==> src/design/sub_cmp_params.svh <==
`ifndef SUB_CMP_PARAMS_SVH
`define SUB_CMP_PARAMS_SVH
`define SC_NUM_REGS 8
`define SC_REG_W 24
`define SC_WORD_W 16
`define SC_SP_RESET 24'h000000
`define SC_REG_RESET 24'h000000
`define SC_FLAG_RESET 4'h0
`endif

==> src/design/sub_cmp_pkg.sv <==
`include "sub_cmp_params.svh"
package sub_cmp_pkg;
	typedef enum logic [3:0] {
		op_nop = 4'h0,
		op_suba_reg_imm = 4'h1,
		op_suba_sp_imm = 4'h2,
		op_sbc_reg = 4'h3,
		op_sbc_imm = 4'h4,
		op_cmp_reg = 4'h5,
		op_cmp_imm = 4'h6,
		op_cmpa_reg = 4'h7
	} op_type;
	typedef enum logic [1:0] {
		cond_always = 2'h0,
		cond_carry_set = 2'h1,
		cond_carry_clear = 2'h2
	} cond_type;
	typedef struct packed {
		logic valid;
		op_type op;
		cond_type cond;
		logic [2:0] rd;
		logic [2:0] rs;
		logic [6:0] immediate7;
	} instr_type;
	typedef struct packed {
		logic z;
		logic n;
		logic v;
		logic c;
	} flags_type;
endpackage : sub_cmp_pkg

==> src/design/reg_file.sv <==
`timescale 1ns/1ns
`include "sub_cmp_params.svh"
module reg_file (
	input wire logic i_clock,
	input wire logic i_srst,
	input wire logic [2:0] i_rd_addr_a,
	input wire logic [2:0] i_rd_addr_b,
	input wire logic i_wr_en,
	input wire logic [2:0] i_wr_addr,
	input wire logic [`SC_REG_W-1:0] i_wr_data,
	output logic [`SC_REG_W-1:0] o_rd_data_a,
	output logic [`SC_REG_W-1:0] o_rd_data_b
);
	logic [`SC_REG_W-1:0] mem_q [`SC_NUM_REGS];

	always_ff @(posedge i_clock) begin
		if (i_srst) begin
			for (int i = 0; i < `SC_NUM_REGS; i++) begin
				mem_q[i] <= `SC_REG_RESET;
			end
		end else if (i_wr_en) begin
			mem_q[i_wr_addr] <= i_wr_data;
		end
	end

	// Combinational read keeps one-cycle issue; the core latches results.
	assign o_rd_data_a = mem_q[i_rd_addr_a];
	assign o_rd_data_b = mem_q[i_rd_addr_b];
endmodule : reg_file

==> src/design/sub_cmp_alu.sv <==
`timescale 1ns/1ns
`include "sub_cmp_params.svh"
module sub_cmp_alu
	import sub_cmp_pkg::*;
(
	input wire logic i_clock,
	input wire logic i_srst,
	input wire instr_type i_instr,
	output logic o_done,
	output logic o_executed,
	output flags_type o_flags,
	output logic [`SC_REG_W-1:0] o_sp,
	output logic [`SC_REG_W-1:0] o_result,
	input wire logic [2:0] i_peek_addr,
	output logic [`SC_REG_W-1:0] o_peek_data
);
	// ------------------------------------------------------------
	// Operand fetch
	// ------------------------------------------------------------
	logic [`SC_REG_W-1:0] rd_val;
	logic [`SC_REG_W-1:0] rs_val;
	logic wr_en;
	logic [`SC_REG_W-1:0] wr_data;
	flags_type flags_q;
	flags_type flags_d;
	logic [`SC_REG_W-1:0] sp_q;
	logic done_q;
	logic exec_q;
	logic [`SC_REG_W-1:0] result_q;
	logic cond_ok;
	logic [`SC_REG_W-1:0] diff;
	logic borrow;
	logic ovf;
	logic [`SC_REG_W-1:0] opb;
	logic is_wide;
	logic writes_flags;

	reg_file u_regs (
		.i_clock(i_clock),
		.i_srst(i_srst),
		.i_rd_addr_a(i_instr.rd),
		.i_rd_addr_b(i_instr.rs),
		.i_wr_en(wr_en),
		.i_wr_addr(i_instr.rd),
		.i_wr_data(wr_data),
		.o_rd_data_a(rd_val),
		.o_rd_data_b(rs_val)
	);

	// A second copy of the registers, written in step with the first, gives
	// the observation port its own read path without a third read port.
	logic [`SC_REG_W-1:0] peek_a;
	reg_file u_shadow (
		.i_clock(i_clock),
		.i_srst(i_srst),
		.i_rd_addr_a(i_peek_addr),
		.i_rd_addr_b(i_peek_addr),
		.i_wr_en(wr_en),
		.i_wr_addr(i_instr.rd),
		.i_wr_data(wr_data),
		.o_rd_data_a(peek_a),
		.o_rd_data_b()
	);
	assign o_peek_data = peek_a;

	// ------------------------------------------------------------
	// Arithmetic
	// ------------------------------------------------------------
	function automatic logic [`SC_REG_W:0] sub_w(
		input logic [`SC_REG_W-1:0] a,
		input logic [`SC_REG_W-1:0] b,
		input logic cin
	);
		sub_w = {1'b0, a} - {1'b0, b} - {{`SC_REG_W{1'b0}}, cin};
	endfunction : sub_w

	function automatic logic [`SC_REG_W-1:0] zext7(input logic [6:0] v);
		zext7 = {{(`SC_REG_W-7){1'b0}}, v};
	endfunction : zext7

	always_comb begin
		case (i_instr.cond)
			cond_carry_set: cond_ok = flags_q.c;
			cond_carry_clear: cond_ok = ~flags_q.c;
			default: cond_ok = 1'b1;
		endcase
	end

	always_comb begin
		opb = rs_val;
		is_wide = 1'b0;
		case (i_instr.op)
			op_suba_reg_imm: begin
				opb = zext7(i_instr.immediate7);
				is_wide = 1'b1;
			end
			op_suba_sp_imm: begin
				opb = zext7(i_instr.immediate7);
				is_wide = 1'b1;
			end
			op_sbc_imm: opb = zext7(i_instr.immediate7);
			op_cmp_imm: begin
				// Sign-extend the immediate before the 16-bit compare.
				opb = {{(`SC_REG_W-6){i_instr.immediate7[6]}},
					i_instr.immediate7[5:0]};
			end
			op_cmpa_reg: is_wide = 1'b1;
			default: opb = rs_val;
		endcase
	end

	logic [`SC_REG_W:0] wide_res;
	logic [`SC_WORD_W:0] narrow_res;
	logic use_carry;
	logic [`SC_REG_W-1:0] opa;
	assign use_carry = (i_instr.op == op_sbc_reg) || (i_instr.op == op_sbc_imm);
	assign opa = (i_instr.op == op_suba_sp_imm) ? sp_q : rd_val;
	assign wide_res = sub_w(opa, opb, 1'b0);
	assign narrow_res = {1'b0, opa[`SC_WORD_W-1:0]}
		- {1'b0, opb[`SC_WORD_W-1:0]}
		- {{`SC_WORD_W{1'b0}}, use_carry & flags_q.c};

	always_comb begin
		if (is_wide) begin
			diff = wide_res[`SC_REG_W-1:0];
			borrow = wide_res[`SC_REG_W];
			ovf = (opa[`SC_REG_W-1] ^ opb[`SC_REG_W-1])
				& (opa[`SC_REG_W-1] ^ diff[`SC_REG_W-1]);
		end else begin
			diff = {{(`SC_REG_W-`SC_WORD_W){1'b0}},
				narrow_res[`SC_WORD_W-1:0]};
			borrow = narrow_res[`SC_WORD_W];
			ovf = (opa[`SC_WORD_W-1] ^ opb[`SC_WORD_W-1])
				& (opa[`SC_WORD_W-1] ^ diff[`SC_WORD_W-1]);
		end
	end

	// ------------------------------------------------------------
	// Write-back and flags
	// ------------------------------------------------------------
	logic go;
	assign go = i_instr.valid && cond_ok && (i_instr.op != op_nop);

	always_comb begin
		wr_en = 1'b0;
		writes_flags = 1'b0;
		case (i_instr.op)
			op_suba_reg_imm: wr_en = go;
			op_sbc_reg, op_sbc_imm: begin
				wr_en = go;
				writes_flags = 1'b1;
			end
			op_cmp_reg, op_cmp_imm, op_cmpa_reg: writes_flags = 1'b1;
			default: wr_en = 1'b0;
		endcase
	end
	// The 16-bit subtract clears the upper byte of the destination.
	assign wr_data = diff;

	always_comb begin
		flags_d = flags_q;
		if (go && writes_flags) begin
			flags_d.z = is_wide ? (diff == '0)
				: (diff[`SC_WORD_W-1:0] == '0);
			flags_d.n = is_wide ? diff[`SC_REG_W-1]
				: diff[`SC_WORD_W-1];
			flags_d.v = ovf;
			flags_d.c = borrow;
		end
	end

	always_ff @(posedge i_clock) begin
		if (i_srst) begin
			flags_q <= `SC_FLAG_RESET;
		end else begin
			flags_q <= flags_d;
		end
	end

	always_ff @(posedge i_clock) begin
		if (i_srst) begin
			sp_q <= `SC_SP_RESET;
		end else if (go && i_instr.op == op_suba_sp_imm) begin
			sp_q <= diff;
		end
	end

	always_ff @(posedge i_clock) begin
		if (i_srst) begin
			done_q <= 1'b0;
			exec_q <= 1'b0;
			result_q <= '0;
		end else begin
			done_q <= i_instr.valid;
			exec_q <= go;
			if (go) begin
				result_q <= diff;
			end
		end
	end

	assign o_done = done_q;
	assign o_executed = exec_q;
	assign o_flags = flags_q;
	assign o_sp = sp_q;
	assign o_result = result_q;
endmodule : sub_cmp_alu

==> config.mk <==
export PLATFORM = sky130hd
export DESIGN_NAME = sub_cmp_alu
export DESIGN_NICKNAME = d
export VERILOG_FILES = /design/src/design/sub_cmp_pkg.sv /design/src/design/reg_file.sv /design/src/design/sub_cmp_alu.sv
export VERILOG_INCLUDE_DIRS = /design/src /design/src/design
export SDC_FILE = /design/constraint.sdc
export NUM_CORES = 1
export LEC_CHECK = 0
export BUFFER_PORTS_ARGS = -buffer_cell sky130_fd_sc_hd__buf_2
export CORE_MARGIN = 1
export CORE_UTILIZATION = 38
export CTS_CLUSTER_SIZE = 16
export DETAILED_ROUTE_END_ITERATION = 12
export RECOVER_POWER = 50
export SETUP_SLACK_MARGIN = 0.15
export SLEW_MARGIN = 40
export SYNTH_ARGS = -nofsm -noshare
export SYNTH_HDL_FRONTEND = slang
export SYNTH_SLANG_ARGS = --single-unit
==> constraint.sdc <==
create_clock -name i_clock -period 9.4 [get_ports i_clock]
set_input_delay 2.35 -clock i_clock [delete_from_list [all_inputs] [get_ports i_clock]]
set_output_delay 2.35 -clock i_clock [all_outputs]
set_load 0.005 [all_outputs]
==> results of run 1 <==
-- cell usage after synthesis, drive strengths merged, types with 5 or more instances --
master,n
a2111oi,5
a211oi,40
a21o,15
a21oi,71
a31oi,17
buf,39
clkbuf,85
dfxtp,54
edfxtp,192
ha,54
inv,70
mux2,40
mux2i,43
mux4,116
nand2,78
nand2b,28
nand3,18
nand4,7
nor2,314
nor2b,11
nor3,9
o21ai,56
o21bai,8
o221ai,7
o22a,6
o22ai,13
o31ai,8
or2,5
xnor2,26
xor2,8
-- area by class of cell --
cell class,count,share of cell area
inverter,70,0.0145
sequential,246,0.378
clock buffer,38,0.0419
tap,539,0.0372
multi-input combinational,1074,0.477
clock inverter,12,0.00726
timing repair buffer,148,0.0436
-- cell families (layout without fill, tap and decap cells) --
| family | after synthesis | after routing |
|---|---|---|
| muxes | 199 | 199 |
| DFF | 246 | 246 |
| xor gates and xnor gates | 34 | 34 |
| AOI/OAI and AO/OA | 289 | 289 |
| and+or+nand+nor | 495 | 495 |
| adders and majority gates | 57 | 57 |
| buffers and inverters | 194 | 268 |
-- layer usage --
metal / part of all wire / GRT usage / vias up
met5: 0.00041 / 0 / -
met4: 0.029 / 0.0745 / 4
met3: 0.10 / 0.0400 / 107
met2: 0.46 / 0.398 / 749
met1: 0.41 / 0.339 / 6496
li1: - / - / 5719
-- power groups by stage --
stage          clock [uW]  sequential [uW]  combinational, uW
5_1_grt              1140             1260               1260
3_5_place_dp            0             1270               1160
3_3_place_gp            0             1270               1140
2_1_floorplan           0             1260                772
6_report             1090             1250               1160
4_1_cts              1100             1250               1160
-- sequential cells by signal (all words and copies together) (netlist names) --
signal          cells
o_executed          1
o_flags             4
o_result           24
u_shadow.mem_q    192
o_done              1
o_sp               24
-- how the worst max path moves through the flow --
stage / startpoint / to / slack, ns
detailed placement: i_instr[12] / u_shadow.mem_q[5][14] / 1.50
global route: i_instr[12] / u_shadow.mem_q[0][14] / 0.97
global placement: i_instr[12] / u_shadow.mem_q[6][14] / 1.65
floorplan: i_instr[12] / u_shadow.mem_q[0][14] / 2.00
CTS: i_instr[12] / u_shadow.mem_q[5][14] / 2.10
finish: i_instr[12] / u_shadow.mem_q[0][14] / 1.30
-- metrics by stage --
| step | instances | utilization |
|---|---|---|
| final | 2127 | 0.431 |
| after CTS | 2127 | 0.433 |
| after global placement | 2075 | 0.411 |
| after global routing | 2127 | 0.431 |
| after floorplan | 1514 | - |
| after detailed placement | 2077 | 0.412 |
-- worst register-to-register path: cells and delay by family (launching register included) --
family                 cells  cell delay [ns]
multiplexers               1             0.35
flip-flops                 1             0.40
AND/OR/NAND/NOR            2             1.11
buffers and inverters      3             2.40
AO/OA/AOI/OAI              3             1.23
==> reports/qor.yml, run 1 <==
cts_setup_buffers: 0
synth_compound_area_frac: 0.120
placed_area_um2: 17300
die_h_um: 209
hold_class: "reg2reg"
synth_top_family_by_area: "multiplexers"
ys_ff_latch: 246
multi_input_area_um2: 8640
period_minus_slack_ns: 8.10
clkPwrFrac: 0.310
finalInstanceArea_um2: 18100
gr-usage-all-layers: 0.246
p_sw_uw: 1250
avgRoutedWirePerCell_um: 25.5
reg2reg_from: "o_flags[0]"
min_path_cells: 2
num_rows: 75
vias: 13075
yosys.area_share.simple: 0.131
grt_pass1_wl_um: 80000
path_clk_slew_ns: 0.07
die_w_um: 209
initial_core_util: 0.386
synth.top_cells.by_area: "edfxtp_1, mux4_2, nor2_1, dfxtp_1, ha_1"
gp_congestion: 0.940
grt_max_degree: 57
cpMaxStageDelayCell: "clkbuf_1"
leakage_uw: 0.00670
hpwl_um: 36600
viasPerCell: 6.15
synth.top_cell.area_share: 0.356
slowest_delay_ns: 1.13
path_max_fanout: 27
die_area_um2: 43500
antenna_found_initial: 2
first_iter_violations: 1548
power_uw: 3500
timing.slew.headroom: -0.383
cts_tree: "done"
ios: 103
yosysWarnings: 0
nNetsFinal: 1649
grt.overflow.total: 0
endpoint_kind: "register"
drive_gt1_frac: 0.203
synth_ff_type: "edfxtp_1"
cts_root_buffer: "clkbuf_16"
synth_edf_count: 192
yosysUniqueCellTypes: 80
tightest_slew_ns: 2.07
core_area_um2: 42000
register_area_um2: 6850
netlist_area_um2: 16200
hold_ws_ns: 0.462
r2r_slack_ns: 3.49
final_cell_mix: "nor2_1, edfxtp_1, mux4_2, nand2_1"
drt_wl_total_um: 54100
cpLargestDelayFamily: "compound AO/OA/AOI/OAI gates"
crit_top_cell: "o21ai_0"
max_freq_ghz: 0.124
crit_type: "in2reg"
portBuffers: 102
diodes: 0
cts_resized: 0
required_ns: 9.66
holdBufCountCts: 0
yosys-mux-area-fraction: 0.215
arrival_ns: 8.36
pwr-share-seq: 0.358
power.density_nw_per_um2: 193
synthCells: 1514
cts.path.max_buffers: 3
start_kind: "input port"
mostFrequentLayoutCell: "nor2_1"
cts_buffers: 27
switching_share: 0.356
path_buf_inv: 2
finalSetupTns_ns: 0
nFillCells: 3982
min_from: "o_result[23]"
syn_nets: 1596
hold_viol_final: 0
drcViolationCount: 0
ant_nets: 0
synthAdderAreaFrac: 0.0454
clock_skew_ns: 0.0304
ff2ff_path_depth: 9
htree_levels: 1
cap_viol_max_count: 7
r2r-end: "u_shadow.mem_q[4][23]"
worst_slack_ns: 1.30
hold_end: "o_result[23]"
rsz0062_at_grt: "no"
intPower_uw: 2260
period_share: 0.861
comb_power_share: 0.332
yosys.area.top_type: "edfxtp_1"
synth.avg_cell_area_um2: 10.7
synth_xor_area_frac: 0.0184
synth-async-reset-ratio: 0
clk_latency_ns: 0.58
clock-sinks: 246
syn_to_final_growth_pct: 11.7
dr.pass1.iters: 5
violations: "capacitance limit, slew limit"
crit_cells: 17
ys_seq_area_frac: 0.422
slew_violations: 178
peakVddDrop_mv: 0.127
crit_chain: "clkbuf_1 -> buf_4 -> nand2_1 -> o221a_4 -> o21ai_0 -> o21ai_0 -> fa_1 -> nand2b_1 -> a2111oi_2 -> o31ai_1 -> a2111o_1 -> a31oi_1 -> o21bai_1 -> a21oi_1 -> xor2_1 -> o21a_1 -> nor2_1"
place_ws_ns: 1.50
run_status: "finished with violations"
grt_pass1_vias: 12542
finalSetupViolations: 0
No activity file was read; power rests on OpenSTA's default activity.
==> inputs of run 2 (changes only) <==
--- a/config.mk
+++ b/config.mk
@@ -6,11 +6,13 @@
 export SDC_FILE = /design/constraint.sdc
 export NUM_CORES = 1
 export LEC_CHECK = 0
+export ABC_AREA = 1
 export BUFFER_PORTS_ARGS = -buffer_cell sky130_fd_sc_hd__buf_2
 export CORE_MARGIN = 1
 export CORE_UTILIZATION = 38
 export CTS_CLUSTER_SIZE = 16
 export DETAILED_ROUTE_END_ITERATION = 12
+export GPL_TIMING_DRIVEN = 0
 export RECOVER_POWER = 50
 export SETUP_SLACK_MARGIN = 0.15
 export SLEW_MARGIN = 40
==> run 2 against run 1 <==
Compared with the run above:
- the flow still finishes with violations (capacitance limit, slew limit)
- via count is 40% higher
- final area is 3.1% higher
- wire length is 65% higher
- die area is 1.1% higher
- worst setup slack worse by 0.12 ns
- first-iteration DRC count is 99% higher
- power is 9.4% higher
- area after synthesis is 1.1% higher
- clock power is 16% higher
- non-clock buffer count is 98 higher
- flip-flop and latch count stayed put
- sequential power hardly changed
- highest routed layer unchanged
==> reports/qor.yml, run 2 <==
run_status: "finished with violations"
violations: "capacitance limit, slew limit"
cts_resized: 0  # unchanged
nFillCells: 4380  # +10%
clock-sinks: 246  # unchanged
die_area_um2: 44000  # +1.1%
cts_root_buffer: "clkbuf_16"
p_sw_uw: 1530  # +23%
slew_violations: 150  # -16%
timing.slew.headroom: -0.259  # +0.124
period_share: 0.874  # +0.0126
period_minus_slack_ns: 8.22  # +0.118 ns
yosysWarnings: 0  # unchanged
path_clk_slew_ns: 0.07  # about the same
cap_viol_max_count: 6  # -1
hold_viol_final: 0  # unchanged
synth.top_cells.by_area: "edfxtp_1, o21ai_0, nor2_1, nand2_1, a21oi_1"
start_kind: "input port"
ys_seq_area_frac: 0.418  # -0.00458
gr-usage-all-layers: 0.400  # +0.154
finalSetupTns_ns: 0  # unchanged
clk_latency_ns: 0.60  # +0.02 ns
syn_to_final_growth_pct: 13.9
drcViolationCount: 0  # unchanged
syn_nets: 2280  # +43%
path_max_fanout: 10  # -63%
power_uw: 3830  # +9.4%
hpwl_um: 63100  # +73%
initial_core_util: 0.388  # +0.00249
clkPwrFrac: 0.329  # +0.019
cts_setup_buffers: 0  # unchanged
crit_type: "in2reg"
synth.avg_cell_area_um2: 7.46  # -30%
synth_ff_type: "edfxtp_1"
required_ns: 9.69  # +0.03 ns
synthTopCellsByCount: "nor2_1, nand2_1, inv_1"
first_iter_violations: 3084  # +99%
die_w_um: 210  # +0.54%
finalSetupViolations: 0  # unchanged
yosysMostFrequentCell: "nor2_1"
yosys.area.top_type: "edfxtp_1"
ant_nets: 0  # unchanged
synth-async-reset-ratio: 0  # unchanged
drt_wl_total_um: 89300  # +65%
power.density_nw_per_um2: 205  # +6.1%
ios: 103  # unchanged
hold_class: "reg2reg"
mostFrequentLayoutCell: "nor2_1"
synthCells: 2198  # +45%
leakage_uw: 0.00786  # +17%
synth.top_cell.area_share: 0.352  # -0.00385
holdBufCountCts: 0  # unchanged
synth_edf_count: 192  # unchanged
htree_levels: 1  # unchanged
portBuffers: 97  # -4.9%
nNetsFinal: 2413  # +46%
pwr-share-seq: 0.328  # -0.030
intPower_uw: 2300  # +2.1%
drive_gt1_frac: 0.0943  # -0.109
gp_congestion: 1.05  # +12%
ys_ff_latch: 246  # unchanged
die_h_um: 210  # +0.54%
comb_power_share: 0.343  # +0.011
peakVddDrop_mv: 0.176  # +39%
endpoint_kind: "register"
clock_skew_ns: 0.0257  # -0.00472 ns
dr.pass1.iters: 8  # +3
arrival_ns: 8.51  # +0.15 ns
largest_reg_flops: 192  # unchanged
cts_tree: "done"
hold_ws_ns: 0.485  # +0.0228 ns
grt_pass1_vias: 16684  # +33%
max_freq_ghz: 0.122  # -1.4%
min_from: "o_flags[3]"
grt_pass1_wl_um: 124000  # +55%
startpoint: "i_instr[12]"
grt_max_degree: 25  # -56%
reg2reg_from: "o_flags[0]"
tightest_slew_ns: 1.88  # -0.190 ns
grt.overflow.total: 0  # unchanged
viasPerCell: 6.31  # +2.6%
antenna_found_initial: 3  # +1
vias: 18267  # +40%
rsz0062_at_grt: "no"
final_cell_mix: "nor2_1, nand2_1, inv_1, o21ai_0, a21oi_1"
largest-register: "u_shadow.mem_q"
cts_buffers: 30  # +11%
core_area_um2: 42200  # +0.45%
cts.path.max_buffers: 3  # unchanged
yosysUniqueCellTypes: 52  # -35%
avgRoutedWirePerCell_um: 30.9  # +21%
netlist_area_um2: 16400  # +1.1%
num_rows: 75  # unchanged
switching_share: 0.398  # +0.0428
[run 2: cell types whose count changed after synthesis, sizes merged, moves of 39 or more]
cell and delta:
o21ai +192, mux2i -43, mux4 -116, a21oi +161, o22ai +39, mux2 -40, inv +211, nand2 +247
nand3 +58
[run 2: worst max-delay path: stages]
cell       delay, ns
clkbuf_1        0.12
inv_1           0.08
nor2_1          0.05
nand2_1         0.24
clkbuf_1        0.70
clkbuf_1        0.82
o21ai_0         0.15
a2111oi_0       0.33
nand4_1         0.33
o21ai_0         0.48
ha_1            0.28
inv_1           0.07
fa_1            0.46
nand2_1         0.08
nand2_1         0.10
nand3_1         0.17
nand2_1         0.13
a21oi_1         0.25
o21bai_1        0.16
o21ai_0         0.25
clkbuf_1        0.76
nor2_1          0.12
[run 2: kinds of logic after synthesis]
| kind of cell | count (synthesis) | synth area share |
|---|---|---|
| simple gates | 764 | 0.189 |
| compound gates | 692 | 0.242 |
| xor+xnor | 4 | 0.00214 |
| flops | 246 | 0.418 |
| buf+inv | 435 | 0.104 |
| fa+ha+maj | 57 | 0.0449 |
[run 2: final cells by class]
type	count	area (um2)	area share
multi-input combinational	1517	7880	0.422
sequential	246	6850	0.367
inverter	290	1090	0.0585
timing repair buffer	101	472	0.0253
clock buffer	38	843	0.0452
antenna	1	2.50	0.000134
buffer	145	653	0.0350
clock inverter	18	199	0.0107
tap	539	674	0.0361
[run 2: routing by layer]
metal / GRT usage / routed length, um / vias up
met3: 0.0895 / 12000 / 336
met2: 0.567 / 35700 / 1515
li1: - / - / 7789
met4: 0.230 / 6220 / 4
met1: 0.557 / 35300 / 8623
met5: 0 / 26 / -
[run 2: through the flow]
stage | cells | instance area [um2] | util | worst slack (ns)
detailed placement | 2836 | 17700 | 0.420 | 1.40
global placement | 2834 | 17600 | 0.416 | 1.03
floorplan | 2198 | 16400 | - | 3.49
CTS | 2892 | 18800 | 0.444 | 2.02
finish | 2895 | 18700 | 0.442 | 1.18
global route | 2894 | 18700 | 0.442 | 1.20
[run 2: power by group through the flow]
stage	sequential, uW	clock (uW)	combinational, uW
after CTS	1250	1250	1270
after detailed placement	1270	0	1260
after floorplan	1260	0	773
after global placement	1280	0	1250
after global routing	1260	1290	1400
final	1260	1260	1310
[run 2: final timing paths]
check / end / slack, ns / cells past startpoint
max: u_shadow.mem_q[7][16] / 1.18 / 22
min: o_flags[3] / 0.49 / 2
max reg2reg: u_shadow.mem_q[5][17] / 4.23 / 12
min reg2reg: o_flags[3] / 0.49 / 2
==> inputs of run 3 (changes only) <==
--- a/config.mk
+++ b/config.mk
@@ -8,6 +8,7 @@
 export LEC_CHECK = 0
 export ABC_AREA = 1
 export BUFFER_PORTS_ARGS = -buffer_cell sky130_fd_sc_hd__buf_2
+export CORE_ASPECT_RATIO = 2
 export CORE_MARGIN = 1
 export CORE_UTILIZATION = 38
 export CTS_CLUSTER_SIZE = 16
==> run 3 against run 2 <==
Compared with the run above:
- the flow still finishes with violations (capacitance limit, slew limit)
- critical path type unchanged
- non-clock buffer count is 3 higher
- final area is 1.0% lower
- critical endpoint is now o_result[14]
- maximum frequency is 4.7% lower
- largest cell class unchanged
- cell count hardly changed
- utilization is 0.80 points lower
==> reports/qor.yml, run 3 (same netlist as run 2, synthesis figures left out) <==
run_status: "finished with violations"
violations: "capacitance limit, slew limit"
cts_root_buffer: "clkbuf_16"
r2r-end: "u_shadow.mem_q[5][19]"
rsz0062_at_grt: "no"
cap_viol_max_count: 6  # unchanged
finalSetupTns_ns: 0  # unchanged
nNetsFinal: 2412  # -0.041%
core_area_um2: 42600  # +0.82%
hold_class: "reg2reg"
switching_share: 0.417  # +0.0183
comb_power_share: 0.363  # +0.020
required_ns: 9.88  # +0.19 ns
cpLargestDelayFamily: "simple AND/OR/NAND/NOR gates"
final_util: 0.434  # -0.00797
peakVddDrop_mv: 0.125  # -29%
period_minus_slack_ns: 8.62  # +0.408 ns
crit_top_cell: "nand2_1"
viasPerCell: 6.30  # -0.13%
path_clk_slew_ns: 0.07  # about the same
grt_pass1_vias: 17791  # +6.6%
mostFrequentLayoutCell: "nor2_1"
clock-sinks: 246  # unchanged
crit_type: "in2reg"
vias: 18255  # -0.066%
die_area_um2: 44000  # +0.11%
gr-usage-all-layers: 0.435  # +0.0349
antenna_found_initial: 8  # +5
cts.path.max_buffers: 3  # unchanged
cts_buffers: 26  # -13%
path_buf_inv: 11  # +5
drive_gt1_frac: 0.0932  # -0.00108
ios: 103  # unchanged
ff2ff_path_depth: 12  # unchanged
leakage_uw: 0.00777  # -1.1%
gp_congestion: 1.06  # +0.36%
crit_cells: 32  # +45%
grt_pass1_wl_um: 131000  # +6.0%
die_h_um: 296  # +41%
grt_max_degree: 25  # unchanged
startpoint: "i_instr[18]"
cpMaxStageDelayCell: "o21ai_0"
max_freq_ghz: 0.116  # -4.7%
pwr-share-seq: 0.343  # +0.015
min_path_cells: 2  # unchanged
r2r_slack_ns: 4.21  # -0.02 ns
tightest_slew_ns: 1.86  # -0.0235 ns
largest_reg_flops: 192  # unchanged
timing.slew.headroom: -0.253  # +0.00559
clkPwrFrac: 0.294  # -0.035
slew_violations: 127  # -15%
period_share: 0.917  # +0.0434
power.density_nw_per_um2: 198  # -3.4%
htree_levels: 1  # unchanged
grt.overflow.total: 0  # unchanged
endpoint_kind: "register"
avgRoutedWirePerCell_um: 32.7  # +6.1%
num_rows: 107  # +43%
cts_tree: "done"
min_from: "o_flags[3]"
first_iter_violations: 2071  # -33%
hold_viol_final: 0  # unchanged
holdBufCountCts: 0  # unchanged
drt_wl_total_um: 94800  # +6.1%
portBuffers: 97  # unchanged
dr.pass1.iters: 8  # unchanged
start_kind: "input port"
p_sw_uw: 1530  # about the same
hold_end: "o_flags[3]"
final_cell_mix: "nor2_1, nand2_1, inv_1, o21ai_0, a21oi_1"
drcViolationCount: 0  # unchanged
clk_latency_ns: 0.58  # -0.02 ns
cts_setup_buffers: 0  # unchanged
hpwl_um: 69700  # +10%
intPower_uw: 2140  # -7.3%
path_max_fanout: 10  # unchanged
largest-register: "u_shadow.mem_q"
reg2reg_from: "o_flags[0]"
cts_resized: 0  # unchanged
arrival_ns: 9.10  # +0.59 ns
initial_core_util: 0.385  # -0.00315
ant_nets: 0  # unchanged
syn_to_final_growth_pct: 12.7
clock_skew_ns: 0.0130  # -0.0127 ns
slowest_delay_ns: 1.46  # +0.64 ns
die_w_um: 149  # -29%
finalSetupViolations: 0  # unchanged
run 3: cell types whose count changed in the layout (fill, tap and decap cells not counted), sizes merged:
cell	before	now
clkbuf	177	173
bufinv	4	1
clkinv	20	17
inv	282	285
buf	107	108
clkinvlp	2	3
diode	1	2
run 3: area by class of cell:
type,count,area (um2)
Timing Repair Buffer,104,489
Inverter,290,1090
Clock inverter,16,138
Sequential cell,246,6850
Buffer,145,668
Multi-Input combinational cell,1517,7840
Fill cell,4478,24100
Antenna cell,2,5.00
Tap cell,545,682
Clock buffer,32,716
run 3: worst reg2reg max path, cell delays in order (launching register included):
cell      delay [ns]
dfxtp_1         0.58
nand2_1         0.09
nand2_1         0.08
nor2_1          0.04
nor2_1          0.45
inv_1           0.25
nor2_1          0.25
nand2_1         0.22
nor2_1          0.13
inv_1           0.32
clkbuf_1        0.54
nand2_1         0.84
clkbuf_1        0.99
run 3: power groups by stage:
stage | sequential [uW] | combinational, uW | clock [uW]
after CTS | 1250 | 1290 | 1070
after global routing | 1260 | 1420 | 1100
final | 1260 | 1330 | 1080
after floorplan | 1260 | 773 | 0
after detailed placement | 1280 | 1280 | 0
after global placement | 1280 | 1260 | 0
run 3: how the worst max path moves through the flow:
stage / end / slack, ns
3_5_place_dp: o_result[13] / 1.36
2_1_floorplan: o_peek_data[7] / 3.49
3_3_place_gp: o_result[13] / 1.00
6_report: o_result[14] / 0.78
4_1_cts: o_result[13] / 1.94
5_1_grt: o_result[14] / 0.71
run 3: per-stage QoR:
step / hold WS, ns / instances / cell area, um2 / power, uW / worst slack [ns]
6_report: 0.471 / 2897 / 18500 / 3660 / 0.777
5_1_grt: 0.491 / 2895 / 18500 / 3780 / 0.712
4_1_cts: 0.473 / 2892 / 18600 / 3610 / 1.94
3_5_place_dp: 0.458 / 2844 / 17800 / 2560 / 1.36
3_3_place_gp: 0.458 / 2840 / 17600 / 2540 / 1.00
2_1_floorplan: 0.460 / 2198 / 16400 / 2040 / 3.49
run 3: per-layer routing:
metal | share of wire | wire length, um | global-route usage
met3 | 0.098 | 9300 | 0.119
met5 | 0.00042 | 40 | 0
met1 | 0.31 | 29600 | 0.425
met4 | 0.12 | 11800 | 0.435
met2 | 0.46 | 44100 | 0.723
